**config.mk**
```make
export PLATFORM = sky130hd
export DESIGN_NAME = drsg_gate
export DESIGN_NICKNAME = d
export VERILOG_FILES = /design/src/verilog/drsg_pkg.sv /design/src/verilog/drsg_fifo.sv /design/src/verilog/drsg_gate.sv
export VERILOG_INCLUDE_DIRS = /design/src /design/src/verilog
export SDC_FILE = /design/constraint.sdc
export NUM_CORES = 1
export LEC_CHECK = 0
export BUFFER_PORTS_ARGS = -buffer_cell sky130_fd_sc_hd__buf_4
export CAP_MARGIN = 20
export CORE_UTILIZATION = 45
export DETAILED_ROUTE_END_ITERATION = 10
export PLACE_DENSITY = 0.68
export SLEW_MARGIN = 20
export SYNTH_ARGS = -nofsm -noshare
export SYNTH_HDL_FRONTEND = slang
export SYNTH_SLANG_ARGS = --single-unit
```
**constraint.sdc**
```tcl
create_clock -name clk_in -period 6.3 [get_ports clk_in]
set_input_delay 0.63 -clock clk_in [delete_from_list [all_inputs] [get_ports clk_in]]
set_output_delay 0.63 -clock clk_in [all_outputs]
set_load 0.05 [all_outputs]
```
**src/verilog/drsg_regs.svh**
```systemverilog
/*
 * Timing counts and widths for the data-ready sync gate.
 * Assumes a single 40 MHz output-domain clock.
 */
`ifndef DRSG_REGS_SVH
`define DRSG_REGS_SVH

`define DRSG_SAMPLE_W        12
`define DRSG_FIFO_DEPTH      16
`define DRSG_CLK_PERIOD_PS   25000
`define DRSG_HOLD_MIN_PS     5000
`define DRSG_SYNC_STAGES     2

`endif

```
**src/verilog/drsg_pkg.sv**
```systemverilog
/*
 * Types for the data-ready sync gate.
 * Assumes drsg_regs.svh is on the include path.
 */
`default_nettype none
package drsg_pkg;
	typedef enum logic [1:0] {
		DRSG_RUN  = 2'b00,
		DRSG_HOLD = 2'b01,
		DRSG_WAIT = 2'b11
	} drsg_state_t;
endpackage : drsg_pkg
`default_nettype wire

```
**src/verilog/drsg_fifo.sv**
```systemverilog
/*
 * Synchronous FIFO with valid/ready on both sides.
 * Assumes one clock and a synchronous active-low reset.
 */
`default_nettype none
module drsg_fifo #(
	parameter int WIDTH = 24,
	parameter int DEPTH = 16
) (
	input  wire logic             clk_in,
	input  wire logic             rst_n_in,
	input  wire logic             in_valid_in,
	output logic                  in_ready_out,
	input  wire logic [WIDTH-1:0] in_data_in,
	output logic                  out_valid_out,
	input  wire logic             out_ready_in,
	output logic      [WIDTH-1:0] out_data_out
);
	localparam int AW = $clog2(DEPTH);
	logic [WIDTH-1:0] mem [DEPTH];
	logic [AW-1:0]    wr_ptr_r;
	logic [AW-1:0]    rd_ptr_r;
	logic [AW:0]      count_r;
	wire              push;
	wire              pop;

	assign in_ready_out  = (count_r != (AW+1)'(DEPTH));
	assign out_valid_out = (count_r != '0);
	assign push          = in_valid_in && in_ready_out;
	assign pop           = out_valid_out && out_ready_in;
	assign out_data_out  = mem[rd_ptr_r];

	always_ff @(posedge clk_in) begin
		if (push) begin
			mem[wr_ptr_r] <= in_data_in;
		end
	end

	always_ff @(posedge clk_in) begin
		if (!rst_n_in) begin
			wr_ptr_r <= '0;
			rd_ptr_r <= '0;
			count_r  <= '0;
		end else begin
			if (push) begin
				wr_ptr_r <= (wr_ptr_r == AW'(DEPTH-1)) ? '0 : wr_ptr_r + 1'b1;
			end
			if (pop) begin
				rd_ptr_r <= (rd_ptr_r == AW'(DEPTH-1)) ? '0 : rd_ptr_r + 1'b1;
			end
			count_r <= count_r + (AW+1)'(push) - (AW+1)'(pop);
		end
	end
endmodule : drsg_fifo
`default_nettype wire

```
**src/verilog/drsg_gate.sv**
```systemverilog
/*
 * Output-side control of an interleaved converter: pairs of A/B samples
 * pass through a FIFO to two half-rate buses with data-ready strobes that
 * a capture-alignment hold pin can suppress; a jumper picks corrected or
 * raw samples.
 * Assumes pair inputs and corrected inputs are on clk_in; the hold pin and
 * the jumper are asynchronous pins.
 */
`include "drsg_regs.svh"
`default_nettype none
module drsg_gate #(
	parameter int W     = `DRSG_SAMPLE_W,
	parameter int DEPTH = `DRSG_FIFO_DEPTH
) (
	input  wire logic         clk_in,
	input  wire logic         rst_n_in,
	input  wire logic         capture_hold_in,
	input  wire logic         correction_enable_jumper_in,
	input  wire logic         pair_valid_in,
	output logic              pair_ready_out,
	input  wire logic [W-1:0] raw_a_in,
	input  wire logic [W-1:0] raw_b_in,
	input  wire logic [W-1:0] corr_a_in,
	input  wire logic [W-1:0] corr_b_in,
	output logic      [W-1:0] bus_a_out,
	output logic      [W-1:0] bus_b_out,
	output logic              data_ready_bus_a_out,
	output logic              data_ready_bus_b_out,
	output logic              holding_out
);
	// Never fewer than two synchroniser stages
	localparam int NS = (`DRSG_SYNC_STAGES < 2) ? 2 : `DRSG_SYNC_STAGES;

	logic [NS-1:0]         hold_sync_r;
	logic [1:0]            jmp_sync_r;
	drsg_pkg::drsg_state_t state_r;
	drsg_pkg::drsg_state_t state_nxt;
	logic [W-1:0]          bus_a_r;
	logic [W-1:0]          bus_b_r;
	logic                  dra_r;
	logic                  drb_r;
	logic                  hold_latch_r;

	wire                   hold_s;
	wire                   corr_on;
	wire [2*W-1:0]         fifo_in;
	wire [2*W-1:0]         fifo_out;
	wire                   fifo_valid;
	wire                   fifo_pop;
	wire                   running;

	// Pins are read only after their last synchroniser stage
	assign hold_s  = hold_sync_r[NS-1];
	assign corr_on = jmp_sync_r[1];
	assign fifo_in = corr_on ? {corr_a_in, corr_b_in} : {raw_a_in, raw_b_in};
	assign running = (state_r == drsg_pkg::DRSG_RUN) && !hold_s;
	// Data drains only while strobing; held pairs back up into the FIFO
	assign fifo_pop = running && fifo_valid;

	drsg_fifo #(.WIDTH(2*W), .DEPTH(DEPTH)) u_fifo (
		.clk_in        (clk_in),
		.rst_n_in      (rst_n_in),
		.in_valid_in   (pair_valid_in),
		.in_ready_out  (pair_ready_out),
		.in_data_in    (fifo_in),
		.out_valid_out (fifo_valid),
		.out_ready_in  (running),
		.out_data_out  (fifo_out)
	);

	// Pin synchronisers; a hold level must span a clock edge to be seen
	always_ff @(posedge clk_in) begin
		if (!rst_n_in) begin
			hold_sync_r  <= '0;
			jmp_sync_r   <= '0;
			hold_latch_r <= 1'b0;
		end else begin
			hold_sync_r  <= {hold_sync_r[NS-2:0], capture_hold_in};
			jmp_sync_r   <= {jmp_sync_r[0], correction_enable_jumper_in};
			hold_latch_r <= hold_s;
		end
	end

	always_comb begin
		state_nxt = state_r;
		unique case (state_r)
			drsg_pkg::DRSG_RUN: begin
				if (hold_s) begin
					state_nxt = drsg_pkg::DRSG_HOLD;
				end
			end
			drsg_pkg::DRSG_HOLD: begin
				if (!hold_s) begin
					state_nxt = drsg_pkg::DRSG_WAIT;
				end
			end
			drsg_pkg::DRSG_WAIT: begin
				if (hold_s) begin
					state_nxt = drsg_pkg::DRSG_HOLD;
				end else begin
					state_nxt = drsg_pkg::DRSG_RUN;
				end
			end
			default: begin
				state_nxt = drsg_pkg::DRSG_HOLD;
			end
		endcase
	end

	always_ff @(posedge clk_in) begin
		if (!rst_n_in) begin
			state_r <= drsg_pkg::DRSG_RUN;
		end else begin
			state_r <= state_nxt;
		end
	end

	// A and B strobe together per pair, so restart is always on an A event
	always_ff @(posedge clk_in) begin
		if (!rst_n_in) begin
			bus_a_r <= '0;
			bus_b_r <= '0;
			dra_r   <= 1'b0;
			drb_r   <= 1'b0;
		end else begin
			dra_r <= fifo_pop;
			drb_r <= fifo_pop;
			if (fifo_pop) begin
				bus_a_r <= fifo_out[2*W-1:W];
				bus_b_r <= fifo_out[W-1:0];
			end
		end
	end

	assign bus_a_out            = bus_a_r;
	assign bus_b_out            = bus_b_r;
	assign data_ready_bus_a_out = dra_r;
	assign data_ready_bus_b_out = drb_r;
	assign holding_out          = hold_latch_r || (state_r != drsg_pkg::DRSG_RUN);
endmodule : drsg_gate
`default_nettype wire

```
### Word level (Yosys, flattened, before mapping)

Memories as Yosys holds them, arrays and structs flattened. A register that Yosys moved wholly into a read port is not among the register bits.
Cells that the tools add are included.

| cells by class | value |
|---|---|
| $add $sub $neg | 4 |
| muxes and demuxes | 9 |
| reductions and logical operators | 10 |
| equality and inequality tests | 7 |

Operators by type and width:

| kind | number |
|---|---|
| 24-bit 2-to-1 mux | 1 |
| 4-bit by 1-bit adder with 4-bit output, second input constant | 2 |
| 4-bit == test, second input constant | 2 |
| 4-bit 2-to-1 mux | 2 |
| 2-bit case mux with 3 select lines | 1 |
| 5-bit by 1-bit adder with 5-bit output | 1 |
| 5-bit inequality test, second input constant | 1 |
| 5-bit nonzero test | 1 |
| 5-bit by 1-bit subtractor with 5-bit output | 1 |
| 2-bit 2-to-1 mux | 2 |
| 2-bit inequality test, second input constant | 2 |
| 1-bit logical AND | 3 |
| 1-bit 2-to-1 mux | 3 |
| 2-bit by 1-bit == test with 1-bit output, second input constant | 1 |
| 2-bit == test, second input constant | 1 |
| 1-bit logical NOT | 2 |
| 2-bit logical NOT | 1 |
| 2-bit AND reduction | 1 |
| 2-bit nonzero test | 1 |
| 1-bit logical OR | 1 |

| word-level totals | value |
|---|---|
| logic and storage cells | 39 |
| bits in writable memories | 384 |
| register bits | 21 |
| memories | 1 |
| input bits | 53 |
| output and inout port bits | 28 |

Memory list:

| memory | words | width | rd ports | clocked after memory_dff | write ports | RTL line | RTL |
|---|---|---|---|---|---|---|---|
| u_fifo.mem | 16 | 24 | 1 | 1 | 1 | drsg_fifo.sv:20 | `logic [WIDTH-1:0] mem [DEPTH];` |

### Logic depth before layout (Yosys ltp)

Gate-level depths: netlist of run 1.

| depth | value |
|---|---|
| depth in word-level cells | 4 |
| depth in mapped cells | 15 |
| mapped depth without buffers | 13 |

### Hierarchy

A second synthesis of run 1 with hierarchy kept.

| second synthesis, totals | value |
|---|---|
| cells, all modules | 851 |
| area, all modules | 16,827.4 sq um |

Modules (own cells, without submodules):

| module | area an instance (sq um) | times used | seq. area each (sq um) | cells an instance |
|---|---|---|---|---|
| drsg_fifo | 15,302.2 | 1 | 11,871.4 | 698 |
| drsg_gate | 1,525.2 | 1 | 640.6 | 153 |

### Worst setup path before layout of run 1

Ideal clock, no wire load.

| timing | value |
|---|---|
| path kind | register to register |
| from | register u_fifo.count_r[2] |
| to | memory u_fifo.mem[0][0], enable pin |
| path slack | 2.682 ns |
| setup time | 0.435 ns |
| period minus slack after synthesis | 3.618 ns |
| data arrival time | 3.183 ns |
| required time | 5.865 ns |
| cell stages (with the launch flop) | 8 |
| path buffers | 1 |
| cell sequence | dfxtp_1 inv_1 ha_1 nand4bb_1 and2_1 buf_2 nand2_1 nor3_1 |

| between the ends | value |
|---|---|
| word-level cells in the longest chain between the ends | 4 |

Ends and longest elaborated chain:

| element | RTL line | RTL |
|---|---|---|
| start: declaration | drsg_fifo.sv:23 | `logic [AW:0] count_r;` |
| start signal: assignment | drsg_fifo.sv:51 | `count_r <= count_r + (AW+1)'(push) - (AW+1)'(pop);` |
| 5-bit inequality test | drsg_fifo.sv:27 | `assign in_ready_out = (count_r != (AW+1)'(DEPTH));` |
| via pair_ready_out | drsg_gate.sv:20 | `output logic pair_ready_out,` |
| 1-bit logical AND | drsg_fifo.sv:29 | `assign push = in_valid_in && in_ready_out;` |
| via u_fifo.push | drsg_fifo.sv:24 | `wire push;` |
| 1-bit 2-to-1 mux | drsg_fifo.sv:34 | `if (push) begin` |
| 1-bit 2-to-1 mux (implied by the code) | drsg_fifo.sv:35 | `mem[wr_ptr_r] <= in_data_in;` |
| end: declaration | drsg_fifo.sv:20 |  |

The timed path passes the listed nets, and every way through them passes these cells.

### Worst setup path after layout of run 1

| timing | value |
|---|---|
| from | register u_fifo.count_r[3] |
| to | register u_fifo.count_r[4] |

| between the ends | value |
|---|---|
| word-level cells in the longest chain between the ends | 4 |
| elaborated cells between the ends (all ways) | 6 |
| those cells by class | add/sub (2); eq/ne (1); reduce/logical (3) |

Ends and longest elaborated chain:

| element | RTL line |
|---|---|
| 5-bit inequality test | drsg_fifo.sv:27 |
| 1-bit logical AND | drsg_fifo.sv:29 |
| 5-bit by 1-bit adder with 5-bit output | drsg_fifo.sv:51 |
| 5-bit by 1-bit subtractor with 5-bit output * | drsg_fifo.sv:51 |

Mark *: on every way between the ends. The rest lies on a longest branch, timed or not.
A chain may end at the register's enable or synchronous reset.

==> results.json, run 1 <==
{
  "wire_per_inst_um": 23.40,
  "syn_to_final_growth_pct": 15.05,
  "clockPowerShare_pct": 33.9,
  "grt-ovfl-total": 0,
  "p_leak_nw": 6.206,
  "synth_edf_count": 384,
  "clockBufferDepth": 3,
  "r2r_start": "u_fifo.count_r[3]",
  "endpoint": "u_fifo.count_r[4]",
  "synth-seq-cells": 429,
  "wl_um": 36260,
  "setup_ws_ps": 3145,
  "comb_power_share_pct": 20.9,
  "fin_crit_sh_pct": 50.08,
  "max_freq_ghz": 0.3169,
  "worst_slew_pin_slew_ps": 1118,
  "rows": 70,
  "min_period_ps": 3155,
  "postSynthAreaPerCell_um2": 17.63,
  "ir_worst_vdd_v": 0.0002081,
  "cts.sinks": 429,
  "crit_type": "reg2reg",
  "synth_area_leader_cell": "edfxtp_1",
  "wl_met2_um": 17950,
  "p_total_mw": 7.588,
  "htreeDepth": 2,
  "p_sw_mw": 2.165,
  "synth_area_mm2": 0.01687,
  "fin_skew_ps": 12.31,
  "coreArea_mm2": 0.03679,
  "hold_class": "in2reg",
  "holdBufCountCts": 0,
  "portBuffers": 80,
  "drv_cap": 0,
  "place_hpwl_um": 19560,
  "io_pins": 81,
  "grt_max_degree": 54,
  "ys.flop_type": "edfxtp_1",
  "vias_per_cell": 5.660,
  "reg2reg_slack_ps": 3140,
  "clkLatencyLatePin_ps": 530,
  "fin_util_pct": 52.77,
  "drcViolationCount": 0,
  "cts_tree": "built",
  "crit_chain": "inv_1 -> ha_1 -> or4b_4 -> and2_4 -> ha_1 -> inv_1 -> ha_1 -> inv_1 -> fa_1 -> nand2b_1 -> a21oi_1 -> o21ai_0 -> nor3b_1",
  "numCtsBuffers": 43,
  "design_area_mm2": 0.01941,
  "die_w_um": 195.6,
  "start_kind": "flip-flop",
  "die-area_mm2": 0.03827,
  "cts_resized": 0,
  "dr.max_layer_used": "met4",
  "final_nets": 1112,
  "rsz0062_at_grt": "false",
  "post-place-ws_ps": 3143,
  "reg2regPathDepth": 13,
  "instances_no_fill": 1550,
  "placed_area_mm2": 0.01797,
  "crit_start": "u_fifo.count_r[3]",
  "fin_tns_setup_ps": 0,
  "seq_power_share_pct": 45.3,
  "outcome": "complete, no violations",
  "synth_most_common_cell": "edfxtp_1",
  "cp.arrival_ps": 3560,
  "post-cts-setup-buffers": 0,
  "syn_nets": 1022,
  "report.final.slew_viol_count": 0,
  "ys_top_cells_by_area": "edfxtp_1, mux2i_1, dfxtp_1",
  "yosysTopAreaCellShare_pct": 68.35,
  "dpl.cell_count": 1470,
  "finalHoldViolCount": 0,
  "power.density_mw_per_mm2": 390.9,
  "setup_violations": 0,
  "ys_types": 46,
  "synth_common_cells": "edfxtp_1, mux2i_1, nor2_1",
  "initial_utilization_pct": 45.86,
  "slowest_stage": "or4b_4",
  "cts_root_buf": "clkbuf_16",
  "n_antenna_cell": 0,
  "async_flop_share_pct": 0,
  "die_h_um": 195.6,
  "crit_path_max_incr_delay_ps": 480,
  "worstPathMaxFanout": 53,
  "r2r-end": "u_fifo.count_r[4]",
  "grt_usage_pct": 19.21,
  "vias": 8773,
  "p_int_mw": 5.423,
  "cp-end-kind": "flip-flop",
  "sw_frac_of_total_pct": 28.54,
  "whs_ps": 301.0,
  "synthCells": 957,
  "wl_met1_um": 16000,
  "synth_warnings": 0,
  "grt_pass1_vias": 8765,
  "detail-route-antenna-nets": 0,
  "required_ps": 6700,
  "clk_pin_slew_ps": 60,
  "drt_iter0_markers": 665,
  "drive_gt1_share_pct": 24.31,
  "dr_wl_met3_um": 1728,
  "yosysSeqAreaShare_pct": 73.69,
  "antenna_found_initial": 0,
  "dr.pass1.iters": 4,
  "grt_first_pass_wirelength_um": 54230,
  "relSlewSlack_pct": 25.29,
  "place_congestion": 0.7477
}
worst max-delay path: cells and delay by family (launching register included):
| family | cells | cell delay, ps |
|---|---|---|
| compound gates | 2 | 270 |
| fa+ha+maj | 4 | 1090 |
| buf+inv | 3 | 200 |
| flops | 1 | 320 |
| simple gates | 4 | 1140 |
flip-flops by register name, summed over array words and instances (netlist names):
signal and cells:
u_fifo.mem 384, bus_b_out 12, u_fifo.count_r 5, bus_a_out 12, state_r 2, u_fifo.rd_ptr_r 4, data_ready_bus_b_out 1, hold_latch_r 1
u_fifo.wr_ptr_r 4, jmp_sync_r 2, hold_sync_r 2
power by group through the flow:
| stage | combinational [mW] | clock (mW) | sequential [mW] |
|---|---|---|---|
| after floorplan | 0.998 | 0 | 3.65 |
| after global placement | 1.56 | 0 | 3.49 |
| after detailed placement | 1.59 | 0 | 3.50 |
| after CTS | 1.60 | 2.61 | 3.44 |
| after global routing | 1.70 | 2.71 | 3.45 |
| final | 1.58 | 2.57 | 3.44 |
cell families after synthesis:
| group | share of synthesized area (%) |
|---|---|
| AOI/OAI and AO/OA | 6.675 |
| adders and majority gates | 0.9344 |
| DFF | 73.69 |
| and+or+nand+nor | 2.440 |
| xor gates and xnor gates | 0.3115 |
| buffers and inverters | 2.425 |
| muxes | 13.53 |
how the worst min path moves through the flow:
stage               cells after the start        endpoint                         from
floorplan                               1  hold_sync_r[1]               hold_sync_r[0]
global placement                        1   jmp_sync_r[1]                jmp_sync_r[0]
detailed placement                      1   jmp_sync_r[1]                jmp_sync_r[0]
CTS                                     2   jmp_sync_r[0]  correction_enable_jumper_in
global route                            2  hold_sync_r[0]              capture_hold_in
finish                                  2   jmp_sync_r[0]  correction_enable_jumper_in
area by class of cell:
| type | count | area, um2 |
|---|---|---|
| inverters | 12 | 45.04 |
| repair buffers | 105 | 788.3 |
| clock inverters | 16 | 226.5 |
| multi-input cells | 456 | 4105 |
| fillers | 2946 | 17370 |
| clock buffers | 64 | 1216 |
| well taps | 468 | 585.6 |
| flip-flops and latches | 429 | 12440 |
cell usage in the layout (no fill, tap or decap), types with 11 or more instances in the layout:
| master | instances |
|---|---|
| nor2_1 | 37 |
| a221oi_1 | 24 |
| o22ai_2 | 20 |
| clkbuf_1 | 16 |
| mux2_2 | 24 |
| mux2i_1 | 147 |
| o21ai_1 | 24 |
| clkbuf_16 | 44 |
| edfxtp_1 | 384 |
| mux4_2 | 24 |
| a31oi_1 | 26 |
| ha_1 | 11 |
| buf_4 | 105 |
| inv_1 | 11 |
| o21ai_0 | 25 |
| o22ai_1 | 28 |
| dfxtp_1 | 41 |
layer usage:
layer / track usage [%] / vias up
met5: 0 / -
met2: 32.80 / 259
met1: 26.11 / 4476
met3: 2.694 / 47
met4: 4.404 / 0
li1: - / 3991
Power figures use the tool's default switching activity.
==> run 2: changes to the inputs <==
Settings changed: PLACE_DENSITY 0.68 to 0.71.
Clock period 6.3 ns to 2.7 ns, I/O delays scaled along.
==> run 2 against run 1 <==
Net effect: clock power rose by 120%; worst setup slack lost 3100 ps; non-clock buffer count increased by 31; worst hold slack lost 120 ps; sequential power grew 130%; final cell count grew 1.8%; largest cell class unchanged.
==> results.json, run 2 (synthesis gave the netlist of run 1 again) <==
{
  "fin_skew_ps": 26.21,
  "largest_reg_flops": 384,
  "critPathMostFrequentCell": "inv_2",
  "clockBufferDepth": 3,
  "worstPathMaxFanout": 2,
  "slowest_stage": "or4b_4",
  "place_congestion": 0.7595,
  "report.final.slew_viol_count": 0,
  "min_period_ps": 2624,
  "r2r_start": "u_fifo.count_r[2]",
  "crit_chain": "inv_2 -> ha_4 -> or4b_4 -> and2_4 -> ha_4 -> inv_2 -> ha_2 -> inv_2 -> fa_2 -> nand2b_4 -> a21oi_4 -> o21ai_2 -> nor3b_2",
  "portBuffers": 80,
  "setup_violations": 0,
  "fin_crit_sh_pct": 97.20,
  "critPathBufInv": 3,
  "outcome": "complete, no violations",
  "drive_gt1_share_pct": 27.75,
  "ir_worst_vdd_v": 0.0006929,
  "dr.pass1.iters": 5,
  "seq_power_share_pct": 44.9,
  "die_w_um": 195.6,
  "crit_family": "simple AND/OR/NAND/NOR gates",
  "hold-path-endpoint": "bus_b_out[10]",
  "wl_met2_um": 17570,
  "cts.sinks": 429,
  "p_int_mw": 12.66,
  "cts_root_buf": "clkbuf_16",
  "dr.max_layer_used": "met4",
  "critical_path_depth": 13,
  "cp-end-kind": "flip-flop",
  "rows": 70,
  "instances_no_fill": 1578,
  "grt-ovfl-total": 0,
  "grt_max_degree": 53,
  "drt_iter0_markers": 892,
  "crit_type": "reg2reg",
  "final_nets": 1142,
  "grt_first_pass_wirelength_um": 55260,
  "worst_slew_pin_slew_ps": 670.1,
  "clockPowerShare_pct": 31.9,
  "n_antenna_cell": 0,
  "reg2regPathDepth": 13,
  "cts_tree": "built",
  "crit_path_max_incr_delay_ps": 460,
  "detail-route-antenna-nets": 0,
  "initial_utilization_pct": 45.86,
  "die_h_um": 195.6,
  "io_pins": 81,
  "drv_cap": 0,
  "clk_pin_slew_ps": 60,
  "numCtsBuffers": 42,
  "vias": 9163,
  "grt_usage_pct": 19.57,
  "wl_um": 37250,
  "power.density_mw_per_mm2": 899.8,
  "coreArea_mm2": 0.03679,
  "drcViolationCount": 0,
  "antenna_found_initial": 0,
  "clkLatencyLatePin_ps": 550,
  "cp.arrival_ps": 3030,
  "place_hpwl_um": 21290,
  "max_freq_ghz": 0.3810,
  "wire_per_inst_um": 23.61,
  "finalHoldViolCount": 0,
  "regMostFlops": "u_fifo.mem",
  "final_cell_mix": "edfxtp_1, mux2i_1, buf_4",
  "grt_pass1_vias": 9243,
  "worstHoldStart": "rst_n_in",
  "reg2reg_slack_ps": 80,
  "hold_class": "in2reg",
  "dr_wl_met3_um": 2336,
  "p_sw_mw": 5.209,
  "fin_tns_setup_ps": 0,
  "sw_frac_of_total_pct": 29.15,
  "p_leak_nw": 6.365,
  "r2r-end": "u_fifo.count_r[4]",
  "die-area_mm2": 0.03827,
  "vias_per_cell": 5.807,
  "layout_commonest_cell": "edfxtp_1",
  "syn_to_final_growth_pct": 17.71,
  "htreeDepth": 2,
  "dpl.cell_count": 1491,
  "relSlewSlack_pct": 55.33,
  "start_kind": "flip-flop",
  "required_ps": 3110,
  "fill_cells": 2882,
  "comb_power_share_pct": 23.2,
  "holdPathStages": 3,
  "wl_met1_um": 16340
}
-- run 2: cell count changes in the layout (fill, tap and decap cells not counted), moves of 3 or more --
cell and change:
inv_1 -4, clkbuf_1 -3, buf_12 +17, ha_1 -3, nor3_2 -3, bufinv_16 -3
inv_2 +4, buf_4 +12, nor3_4 +4
-- run 2: power by group through the flow --
stage	Sequential, mW	Clock [mW]	Combinational [mW]
floorplan	8.51	0	2.37
finish	8.02	5.71	4.15
CTS	8.01	5.79	4.06
global route	8.05	6.04	4.44
global placement	8.13	0	3.90
detailed placement	8.15	0	3.94
-- run 2: what timing repair did --
item | CTS | global route
buffers inserted | 4 | 4
endpoints found under the hold margin | 2 | 0
pin swaps | 4 | 5
gates resized for setup | 8 | 6
setup endpoints to repair | 1 | 1
hold buffers | 2 | 0
-- run 2: through the flow --
stage               util [%]  hold slack (ps)  setup slack (ps)  total power [mW]  cell area [um2]
detailed placement     49.93            419.1            -15.93             12.09            18370
global placement       49.93            424.4             40.05             12.03            18370
global route           53.99            159.6            -18.08             18.53            19860
finish                 53.99            177.3             75.66             17.87            19860
floorplan                  -            397.3            -257.7             10.89            16920
CTS                    53.84            142.3             21.90             17.86            19810
-- run 2: worst register-to-register path: stages (launching register included) --
cell and delay (ps):
dfxtp_2 320, inv_2 80, ha_4 140, or4b_4 460
and2_4 170, ha_4 230, inv_2 40, ha_2 170
inv_2 40, fa_2 330, nand2b_4 150, a21oi_4 140
o21ai_2 60, nor3b_2 160
-- run 2: layout make-up --
cell class	count	area [um2]	area share (%)
Sequential cell	429	12450	62.68
Timing Repair Buffer	136	1239	6.237
Clock buffer	62	1207	6.080
Tap cell	468	585.6	2.949
Clock inverter	15	157.7	0.7939
Multi-Input combinational cell	456	4178	21.04
Inverter	12	45.04	0.2268
-- run 2: routing by layer --
layer,track usage [%],up-vias
li1,-,4056
met1,27.70,4699
met2,31.51,341
met3,2.573,67
met4,6.299,0
met5,0,-
-- run 2: worst max-delay path by stage --
stage	startpoint	end	slack (ps)
global route	u_fifo.count_r[2]	u_fifo.count_r[4]	-20
CTS	u_fifo.count_r[3]	u_fifo.count_r[4]	20
global placement	u_fifo.count_r[3]	u_fifo.count_r[4]	40
floorplan	u_fifo.count_r[3]	u_fifo.mem[12][0]	-260
finish	u_fifo.count_r[2]	u_fifo.count_r[4]	80
detailed placement	u_fifo.count_r[3]	u_fifo.count_r[4]	-20
